--- src/verilog/pcd_pkg.sv ---
package pcd_pkg;
	// Counter geometry
	localparam int NPOST = 6;
	localparam int NFAST = 4;
	localparam int NPH   = 8;

	// Register byte offsets
	localparam logic [7:0] OFF_CTRL  = 8'h00;
	localparam logic [7:0] OFF_PRE   = 8'h04;
	localparam logic [7:0] OFF_FB    = 8'h08;
	localparam logic [7:0] OFF_STAT  = 8'h0C;
	localparam logic [7:0] OFF_POST0 = 8'h10;

	// Control register fields
	localparam int POS_FAST    = 0;
	localparam int POS_RESTART = 1;

	// Post-divider register fields: high[8:0], low[17:9], tap[20:18], start[30:21]
	localparam int POS_HIGH  = 0;
	localparam int POS_LOW   = 9;
	localparam int POS_TAP   = 18;
	localparam int POS_START = 21;

	// Feedback register fields: m[9:0], tap[12:10], start[22:13]
	localparam int POS_M       = 0;
	localparam int POS_FTAP    = 10;
	localparam int POS_FSTART  = 13;

	// Status register fields
	localparam int POS_PRE_ERR  = 0;
	localparam int POS_FB_ERR   = 1;
	localparam int POS_POST_ERR = 2;

	// Reset values: every count 1, tap 0, start 1
	localparam logic [9:0]  RST_PRE  = 10'h001;
	localparam logic [31:0] RST_FB   = 32'h0000_2001;
	localparam logic [31:0] RST_POST = 32'h0020_0201;

	// Count limits per variant
	localparam logic [9:0] LIM_ENH      = 10'h200;
	localparam logic [9:0] LIM_ENH_ODD  = 10'h100;
	localparam logic [9:0] LIM_FAST_M   = 10'h020;
	localparam logic [9:0] LIM_FAST_N   = 10'h004;
	localparam logic [9:0] LIM_FAST_P   = 10'h020;
	localparam logic [9:0] LIM_FAST_ODD = 10'h010;

	// Range check of a plain count
	function automatic logic cnt_ok(input logic [9:0] v, input logic [9:0] lim);
		return (v != 10'h000) && (v <= lim);
	endfunction

	// Range check of a post divider from its high and low counts
	function automatic logic post_ok(input logic [8:0] h, input logic [8:0] l, input logic fast);
		logic [9:0] d;
		logic       half;
		logic [9:0] lim;
		d    = {1'b0, h} + {1'b0, l};
		half = (h == l) || (h == l + 9'h001);
		if (fast)
			lim = half ? LIM_FAST_P : LIM_FAST_ODD;
		else
			lim = half ? LIM_ENH : LIM_ENH_ODD;
		return (h != 9'h000) && (d <= lim);
	endfunction
endpackage

--- src/verilog/pcd_tick_if.sv ---
`timescale 1ns/10ps
interface pcd_tick_if;
	logic [7:0] tick;     // One-cycle pulse per rising edge of each phase
	logic       ref_tick; // One-cycle pulse per reference rising edge
	logic       lvl0;     // Synchronised level of phase 0
	logic       ce;       // Clock enable

	modport prod (output tick, output ref_tick, output lvl0, input ce);
	modport cons (input tick, input ref_tick, input lvl0, input ce);
endinterface

--- src/verilog/pcd_phase_sync.sv ---
`timescale 1ns/10ps
module pcd_phase_sync (
	input  wire logic       clk,       // Core clock
	input  wire logic       rst_n,     // Asynchronous reset, active low
	input  wire logic [7:0] phase_in,  // Oscillator phase pins
	input  wire logic       ref_in,    // Reference clock pin
	pcd_tick_if.prod        bus        // Tick outputs
);
	typedef struct packed {
		logic [8:0] s1;
		logic [8:0] s2;
		logic [8:0] s3;
	} pcd_sync_st_type;

	pcd_sync_st_type r;
	pcd_sync_st_type nxt;

	// Two-stage synchroniser; edges are taken only from the second stage
	always_comb begin
		nxt = r;
		if (bus.ce) begin
			nxt.s1 = {ref_in, phase_in};
			nxt.s2 = r.s1;
			nxt.s3 = r.s2;
		end
	end

	always_ff @(posedge clk or negedge rst_n) begin
		if (!rst_n)
			r <= '0;
		else
			r <= nxt;
	end

	// Rising-edge pulses, gated so a frozen block sees no ticks
	assign bus.tick     = r.s2[7:0] & ~r.s3[7:0] & {8{bus.ce}};
	assign bus.ref_tick = r.s2[8] & ~r.s3[8] & bus.ce;
	assign bus.lvl0     = r.s2[0];
endmodule

--- src/verilog/pcd_post_div.sv ---
`timescale 1ns/10ps
module pcd_post_div (
	input  wire logic       clk,      // Core clock
	input  wire logic       rst_n,    // Asynchronous reset, active low
	pcd_tick_if.cons        bus,      // Phase ticks and clock enable
	input  wire logic       restart,  // Load settings and start together
	input  wire logic       cfg_ok,   // Settings are within range
	input  wire logic [2:0] tap,      // Oscillator phase used as counting clock
	input  wire logic [8:0] high,     // High-time count
	input  wire logic [8:0] low,      // Low-time count
	input  wire logic [9:0] start,    // Initial count, 1 means no delay
	output logic            div_out   // Divided clock, from a flip-flop
);
	typedef struct packed {
		logic [8:0] high;
		logic [8:0] low;
		logic [2:0] tap;
		logic [9:0] del;
		logic [9:0] cnt;
		logic       run;
		logic       out;
	} pcd_div_st_type;

	pcd_div_st_type r;
	pcd_div_st_type nxt;
	logic           tk;
	logic [9:0]     cnt_inc;
	logic [9:0]     period;

	assign tk      = bus.tick[r.tap]; // RQ8
	assign cnt_inc = r.cnt + 10'h001;
	assign period  = {1'b0, r.high} + {1'b0, r.low};

	// Settings are captured only at restart, so a divider never changes mid-period
	always_comb begin
		nxt = r;
		if (bus.ce) begin
			if (restart) begin
				nxt.high = high; // RQ15 RQ16
				nxt.low  = low;
				nxt.tap  = tap; // RQ9 RQ11 RQ12
				nxt.del  = (start == 10'h000) ? 10'h000 : start - 10'h001; // RQ10
				nxt.cnt  = 10'h000;
				nxt.run  = cfg_ok; // RQ17
				nxt.out  = 1'b0;
			end else if (r.run && tk) begin
				if (r.del != 10'h000) begin
					nxt.del = r.del - 10'h001; // RQ10
				end else begin
					// High for the first high ticks of a period, low for the rest
					nxt.out = (r.cnt < {1'b0, r.high}); // RQ2 RQ15
					nxt.cnt = (cnt_inc >= period) ? 10'h000 : cnt_inc;
				end
			end
		end
	end

	always_ff @(posedge clk or negedge rst_n) begin
		if (!rst_n)
			r <= '0;
		else
			r <= nxt;
	end

	assign div_out = r.out;
endmodule

--- src/verilog/pcd_top.sv ---
`timescale 1ns/10ps
// Notes on behaviour
// RQ1: The reference is divided by the pre-scale count n and the oscillator by m, for the loop.
// RQ2: Each output has its own post divider working from the oscillator, apart from the others.
// RQ3: In the enhanced variant n and m each accept 1 to 512.
// RQ4: In the fast variant m accepts 1 to 32 and n accepts 1 to 4.
// RQ5: The enhanced variant has six post dividers taking 1 to 512 at half duty cycle.
// RQ6: An enhanced post divider with another duty cycle is limited to 1 to 256.
// RQ7: The fast variant uses four post dividers, 1 to 32 at half duty and 1 to 16 otherwise.
// RQ8: Every post divider and the feedback counter pick any of the eight phases to count.
// RQ9: Moving to another phase tap shifts the output by one eighth of an oscillator period.
// RQ10: A counter start is held off for its initial count minus one oscillator periods.
// RQ11: Taps and start delays together shift every output in steps of 45 degrees or finer.
// RQ12: Output phase shift comes only from the chosen tap and the counter start time.
// RQ13: No analog delay elements exist; all delay comes from counters.
// RQ14: A dedicated output carries the undivided oscillator clock for serialiser logic.
// RQ15: Duty cycle is set by high and low counts whose sum is the divide value.
// RQ16: Duty cycle resolution is one half over the divide value; the code steps the high count by one tick, so its resolution is one over it.
// RQ17: All settings are static and take effect when all counters restart together.
module pcd_top (
	input  wire logic        hclk,           // Bus and counter clock
	input  wire logic        hresetn,        // Asynchronous reset, active low
	input  wire logic        hsel,           // Slave select
	input  wire logic [31:0] haddr,          // Byte address
	input  wire logic [1:0]  htrans,         // Transfer type
	input  wire logic        hwrite,         // Write when high
	input  wire logic [2:0]  hsize,          // Word transfers only
	input  wire logic [31:0] hwdata,         // Write data
	input  wire logic        hready,         // Bus ready
	input  wire logic        ce,             // Freezes all counting while low
	input  wire logic [7:0]  vco_phase,      // Eight oscillator phases
	input  wire logic        ref_clk,        // Reference clock
	output logic      [31:0] hrdata,         // Read data
	output logic             hreadyout,      // Low during reset, high from the first clock edge after
	output logic             hresp,          // Always OKAY
	output logic      [5:0]  clk_out,        // Post divider outputs
	output logic             fb_clk_out,     // Feedback counter output
	output logic             ref_div_out,    // Pre-scaled reference
	output logic             serdes_clk_out  // Undivided oscillator clock
);
	typedef struct packed {
		logic [7:0]                        addr;
		logic                              wr_pend;
		logic                              fast;
		logic                              restart;
		logic [9:0]                        pre;
		logic [31:0]                       fb;
		logic [pcd_pkg::NPOST-1:0][31:0]   post;
		logic [31:0]                       rdata;
		logic [9:0]                        n_lat;
		logic [9:0]                        n_cnt;
		logic                              n_run;
		logic                              n_out;
		logic                              ser;
	} pcd_top_st_type;

	pcd_top_st_type              r;
	pcd_top_st_type              nxt;
	pcd_tick_if                  tb ();
	logic                        take;
	logic                        mapped;
	logic                        pre_ok;
	logic                        fb_ok;
	logic [pcd_pkg::NPOST-1:0]   post_ok_v;
	logic [pcd_pkg::NPOST-1:0]   post_q;
	logic                        fb_q;
	logic [9:0]                  m_val;
	logic [9:0]                  n_inc;

	assign tb.ce = ce;

	// Post register window test and index
	function automatic logic is_post(input logic [7:0] a);
		return (a >= pcd_pkg::OFF_POST0) && (a < pcd_pkg::OFF_POST0 + 8'h18);
	endfunction

	function automatic logic [2:0] post_ix(input logic [7:0] a);
		logic [7:0] d;
		d = a - pcd_pkg::OFF_POST0;
		return d[4:2];
	endfunction

	// Range checks against the variant in force
	assign m_val  = r.fb[pcd_pkg::POS_M +: 10];
	assign pre_ok = pcd_pkg::cnt_ok(r.pre, r.fast ? pcd_pkg::LIM_FAST_N : pcd_pkg::LIM_ENH); // RQ3 RQ4
	assign fb_ok  = pcd_pkg::cnt_ok(m_val, r.fast ? pcd_pkg::LIM_FAST_M : pcd_pkg::LIM_ENH)
		&& pcd_pkg::cnt_ok(r.fb[pcd_pkg::POS_FSTART +: 10], pcd_pkg::LIM_ENH); // RQ3 RQ4

	for (genvar i = 0; i < pcd_pkg::NPOST; i++) begin : g_post
		// Dividers beyond the fast set stay idle in the fast variant
		assign post_ok_v[i] = pcd_pkg::post_ok(r.post[i][pcd_pkg::POS_LOW - 1:pcd_pkg::POS_HIGH],
			r.post[i][pcd_pkg::POS_TAP - 1:pcd_pkg::POS_LOW], r.fast) // RQ5 RQ6 RQ7
			&& pcd_pkg::cnt_ok(r.post[i][pcd_pkg::POS_START +: 10], pcd_pkg::LIM_ENH)
			&& !(r.fast && i >= pcd_pkg::NFAST); // RQ7

		pcd_post_div u_post (
			.clk     (hclk),
			.rst_n   (hresetn),
			.bus     (tb.cons),
			.restart (r.restart),
			.cfg_ok  (post_ok_v[i]),
			.tap     (r.post[i][pcd_pkg::POS_TAP +: 3]),
			.high    (r.post[i][pcd_pkg::POS_HIGH +: 9]),
			.low     (r.post[i][pcd_pkg::POS_LOW +: 9]),
			.start   (r.post[i][pcd_pkg::POS_START +: 10]),
			.div_out (post_q[i])
		); // RQ2
	end

	// Feedback counter: high (m+1)/2 and low m/2 ticks, so 50% duty for even m and one tick longer high for odd m
	pcd_post_div u_fb (
		.clk     (hclk),
		.rst_n   (hresetn),
		.bus     (tb.cons),
		.restart (r.restart),
		.cfg_ok  (fb_ok),
		.tap     (r.fb[pcd_pkg::POS_FTAP +: 3]),
		.high    (9'((m_val + 10'h001) >> 1)),
		.low     (9'(m_val >> 1)),
		.start   (r.fb[pcd_pkg::POS_FSTART +: 10]),
		.div_out (fb_q)
	); // RQ1 RQ8

	pcd_phase_sync u_sync (
		.clk      (hclk),
		.rst_n    (hresetn),
		.phase_in (vco_phase),
		.ref_in   (ref_clk),
		.bus      (tb.prod)
	);

	assign take   = hsel && hready && htrans[1];
	assign mapped = (haddr[31:8] == 24'h00_0000) && (haddr[1:0] == 2'h0);
	assign n_inc  = r.n_cnt + 10'h001;

	// Register file, pre-scale counter and serialiser clock
	always_comb begin
		nxt         = r;
		nxt.restart = 1'b0;
		nxt.wr_pend = take && hwrite && mapped;
		if (take) begin
			nxt.addr = haddr[7:0];
		end
		// Read data is prepared in the address phase and stands in the data phase
		if (take && !hwrite) begin
			nxt.rdata = 32'h0000_0000;
			if (mapped) begin
				case (haddr[7:0])
					pcd_pkg::OFF_CTRL: begin
						nxt.rdata[pcd_pkg::POS_FAST] = r.fast;
					end
					pcd_pkg::OFF_PRE: begin
						nxt.rdata[9:0] = r.pre;
					end
					pcd_pkg::OFF_FB: begin
						nxt.rdata = r.fb;
					end
					pcd_pkg::OFF_STAT: begin
						nxt.rdata[pcd_pkg::POS_PRE_ERR] = !pre_ok;
						nxt.rdata[pcd_pkg::POS_FB_ERR] = !fb_ok;
						nxt.rdata[pcd_pkg::POS_POST_ERR +: pcd_pkg::NPOST] = ~post_ok_v;
					end
					default: begin
						if (is_post(haddr[7:0]))
							nxt.rdata = r.post[post_ix(haddr[7:0])];
					end
				endcase
			end
		end
		if (r.wr_pend) begin
			case (r.addr)
				pcd_pkg::OFF_CTRL: begin
					nxt.fast    = hwdata[pcd_pkg::POS_FAST];
					nxt.restart = hwdata[pcd_pkg::POS_RESTART]; // RQ17
				end
				pcd_pkg::OFF_PRE: begin
					nxt.pre = hwdata[9:0];
				end
				pcd_pkg::OFF_FB: begin
					nxt.fb = hwdata;
				end
				default: begin
					if (is_post(r.addr))
						nxt.post[post_ix(r.addr)] = hwdata;
				end
			endcase
		end
		// Counting state is frozen while ce is low; the bus keeps working
		if (ce) begin
			nxt.ser = tb.lvl0; // RQ14
			if (r.restart) begin
				nxt.n_lat = r.pre; // RQ17
				nxt.n_cnt = 10'h000;
				nxt.n_run = pre_ok;
				nxt.n_out = 1'b0;
			end else if (r.n_run && tb.ref_tick) begin
				nxt.n_out = (r.n_cnt < ((r.n_lat + 10'h001) >> 1)); // RQ1
				nxt.n_cnt = (n_inc >= r.n_lat) ? 10'h000 : n_inc;
			end
		end
	end

	// Reset leaves a restart pending so all counters start together
	always_ff @(posedge hclk or negedge hresetn) begin
		if (!hresetn) begin
			r         <= '0;
			r.pre     <= pcd_pkg::RST_PRE;
			r.fb      <= pcd_pkg::RST_FB;
			r.post    <= {pcd_pkg::NPOST{pcd_pkg::RST_POST}};
			r.restart <= 1'b1;
			hreadyout <= 1'b0;
		end else begin
			r         <= nxt;
			hreadyout <= 1'b1;
		end
	end

	// Phase delay comes from counter start and tap only, never from delay cells
	always_ff @(posedge hclk or negedge hresetn) begin
		if (!hresetn) begin
			clk_out    <= 6'h00;
			fb_clk_out <= 1'b0;
		end else begin
			clk_out    <= post_q; // RQ11 RQ12 RQ13
			fb_clk_out <= fb_q;
		end
	end

	assign hrdata         = r.rdata;
	assign hresp          = 1'b0;
	assign ref_div_out    = r.n_out;
	assign serdes_clk_out = r.ser;
endmodule

--- config.mk ---
export PLATFORM = sky130hd
export DESIGN_NAME = pcd_top
export DESIGN_NICKNAME = d
export VERILOG_FILES = /design/src/verilog/pcd_pkg.sv /design/src/verilog/pcd_tick_if.sv /design/src/verilog/pcd_phase_sync.sv /design/src/verilog/pcd_post_div.sv /design/src/verilog/pcd_top.sv
export SDC_FILE = /design/constraint.sdc
export NUM_CORES = 2
export LEC_CHECK = 0
export ABC_AREA = 1
export BUFFER_PORTS_ARGS = -buffer_cell sky130_fd_sc_hd__buf_2
export CAP_MARGIN = 25
export CORE_MARGIN = 10
export CORE_UTILIZATION = 60
export DETAILED_ROUTE_END_ITERATION = 6
export PLACE_DENSITY_LB_ADDON = 0.3
export SLEW_MARGIN = 20
export SYNTH_ARGS = -nofsm -noshare
export SYNTH_HDL_FRONTEND = slang
export SYNTH_SLANG_ARGS = --single-unit
--- constraint.sdc ---
create_clock -name hclk -period 8.9 [get_ports hclk]
set_input_delay 1.78 -clock hclk [delete_from_list [all_inputs] [get_ports hclk]]
set_output_delay 1.78 -clock hclk [all_outputs]
set_load 0.02 [all_outputs]
==> results_dict.tcl <==
set metrics [dict create \
    final_hold_viol_count 0 \
    hold_depth 0 \
    max_freq_ghz 0.2213 \
    maxCapViolations 0 \
    final_common_cell "nand2_1" \
    ios 127 \
    post_drt_wl_per_cell_um 18.67 \
    critPathKind "input pin to flop" \
    grt_pass1_wl_um 193800 \
    critPathMaxFanout 38 \
    crit_chain "buf_2, inv_2, a21oi_1, inv_2, nand2_1, buf_16, a21oi_1, o21ai_0, a21oi_1, nand2_1, nand2_1" \
    yosys_warnings 0 \
    antenna_left 0 \
    hold_class "flop to flop" \
    cp-start-kind "input pin" \
    hold_buffers 0 \
    min_from "u_fb.div_out$_DFFE_PN0P_" \
    ctsResizeCount 0 \
    synth_simple_gate_area_share_pct 23.65 \
    outcome "finished clean" \
    cts_sinks 635 \
    die_w_um 284.9 \
    grt_max_degree 168 \
    numCtsBuffers 72 \
    maxSlewViolCount 0 \
    tritoncts "yes" \
    critPathSlowestCell "buf_2" \
    yosysSeqAreaShare_pct 37.80 \
    holdPathEnd "fb_clk_out$_DFF_PN0_" \
    r2r_cells 17 \
    synth_compound_area_share_pct 14.94 \
    skew_ns 0.03507 \
    grt_pass1_vias 35738 \
    die_h_um 284.9 \
    synth-adder-area-share_pct 10.13 \
    clk_pin_slew_ns 0.06 \
    drt_iter0_markers 3773 \
    rsz0062_at_grt "false" \
    p_total_w 0.006887 \
    grt_overflow 0 \
    drive_gt1_share_pct 6.529 \
    initial_core_util_pct 60.35 \
    synth-async-reset-ratio_pct 100.0 \
    crit_path_end_kind "flop" \
    syn-cell-area_mm2 0.04211 \
    dieArea_mm2 0.08119 \
    antenna_found_initial 3 \
    cts_setup_buffers 0 \
    gp_congestion 0.9644 \
    required_ns 9.42 \
    tightest_slew_ns 1.065 \
    viasPerCell 5.824 \
    ys_types 60 \
    insertion_delay_ns 0.64 \
    grt_usage_pct 29.62 \
    cpPeakStageDelay_ns 0.69 \
    synth_xor_area_share_pct 5.033 \
    synth_edf_count 0 \
    synthTopCellsByArea "dfrtp_1 36%, nand2_1 13%, ha_1 9.5%" \
    syn-num-nets 5972 \
    relSlewSlack_pct 28.99 \
    synth_area_per_cell_um2 7.581 \
    ys.flop_type "dfrtp_1" \
    layout.nets 5980 \
    netlist_instances 5555 \
    worst_slack_ns 4.382 \
    post-dp-hpwl_um 89950 \
    r2r_slack_ns 5.17 \
    port_buffers 121 \
    area_growth_pct 8.479 \
    drt_first_pass_iters 6 \
    cp.arrival_ns 5.04 \
    final_cell_area_mm2 0.04569 \
    synth_seq_cells 635 \
    fin_tns_setup_ns 0 \
    placed_area_mm2 0.04316 \
    clockBufferDepth 3 \
    routed_wl_um 122500 \
    synth.largest_area_cell "dfrtp_1" \
    setup_viol 0 \
    synthMuxAreaShare_pct 0.05348 \
    vias 38232 \
    final_cell_mix "1430 x nand2_1, 631 x inv_1, 613 x dfrtp_1, 457 x o21ai_0, 373 x nor2_1" \
    fill_cells 5987 \
    cts_max_level 3 \
    ir_drop_mv 0.1356 \
    synth_top_family_by_area "simple AND/OR/NAND/NOR gates" \
    fin_crit_ns 4.518 \
    core_area_mm2 0.06979 \
    route.detailed.drc 0 \
    place_ws_ns 4.013 \
    synth_top_area_share_pct 36.42 \
    min_period_over_period_pct 50.77 \
    cts_root_buf "clkbuf_16" \
    rows 97 \
    r2r-start "r[290]$_DFFE_PN0P_" \
    worstReg2RegEnd "hrdata[6]$_DFFE_PN0P_" \
    power_per_cell_area_mw_per_mm2 150.7 \
    leakagePower_nw 24.59 \
]
final cells by class:
class	instances	area (µm²)	area share [%]
antenna	3	7.507	0.01643
tap	940	1176	2.574
clock inverter	32	345.3	0.7559
clock buffer	100	2091	4.576
sequential	635	15920	34.84
timing repair buffer	155	1033	2.262
inverter	640	2405	5.264
multi-input combinational	4059	22710	49.71
metal layers:
metal,routed length [µm],global-route usage [%],vias up
li1,-,-,18393
met1,51210,39.25,17860
met2,53460,45.74,1652
met3,12260,7.158,325
met4,5596,13.13,2
met5,13,0,-
report_power, final:
group / internal (W) / switching [W]
logic: 0.000257 / 0.000485
registers: 0.00297 / 0.0000789
clock network: 0.00180 / 0.00130
critical path: cells and delay by family:
| kind | cells | cell delay, ns |
|---|---|---|
| buffers and inverters | 4 | 1.66 |
| AOI/OAI and AO/OA | 4 | 0.90 |
| and+or+nand+nor | 3 | 0.66 |
Yosys cell counts (all sizes together) (16+ instances only):
cell    number
a22oi       43
o21a        18
o22ai       52
nor2       381
o21ai      638
a221oi      31
nand4      102
buf        121
nand2     1446
a21oi      232
nor4        16
o211ai      44
dfrtp      613
xor2       173
inv        638
nor3       100
nand3      255
xnor2       69
clkbuf     100
nand3b      33
dfstp       22
ha         320
how the worst max path moves through the flow:
stage | startpoint | end | slack, ns | cells past startpoint
after global placement | haddr[4] | hrdata[27]$_DFFE_PN0P_ | 3.87 | 8
after floorplan | ce | g_post[3].u_post.r[12]$_DFFE_PN0P_ | 5.85 | 11
after global routing | haddr[4] | hrdata[30]$_DFFE_PN0P_ | 4.39 | 11
final | haddr[4] | hrdata[30]$_DFFE_PN0P_ | 4.38 | 11
after detailed placement | haddr[4] | hrdata[30]$_DFFE_PN0P_ | 4.01 | 11
after CTS | haddr[4] | hrdata[30]$_DFFE_PN0P_ | 4.70 | 11
cell families after synthesis:
family | after synthesis
buffers and inverters | 861
multiplexers | 2
flip-flops | 635
AND/OR/NAND/NOR | 2356
other | 2
XOR/XNOR | 242
adder cells (fa/ha/maj) | 333
AO/OA/AOI/OAI | 1124
metrics by stage:
stage	instances	hold slack [ns]	utilization, %
after global placement	6420	0.3625	61.68
after floorplan	5555	0.3540	-
final	6564	0.3764	65.46
after detailed placement	6425	0.3663	61.84
after global routing	6561	0.3812	65.45
after CTS	6557	0.3759	65.34
(Power assumes the default switching activity.)
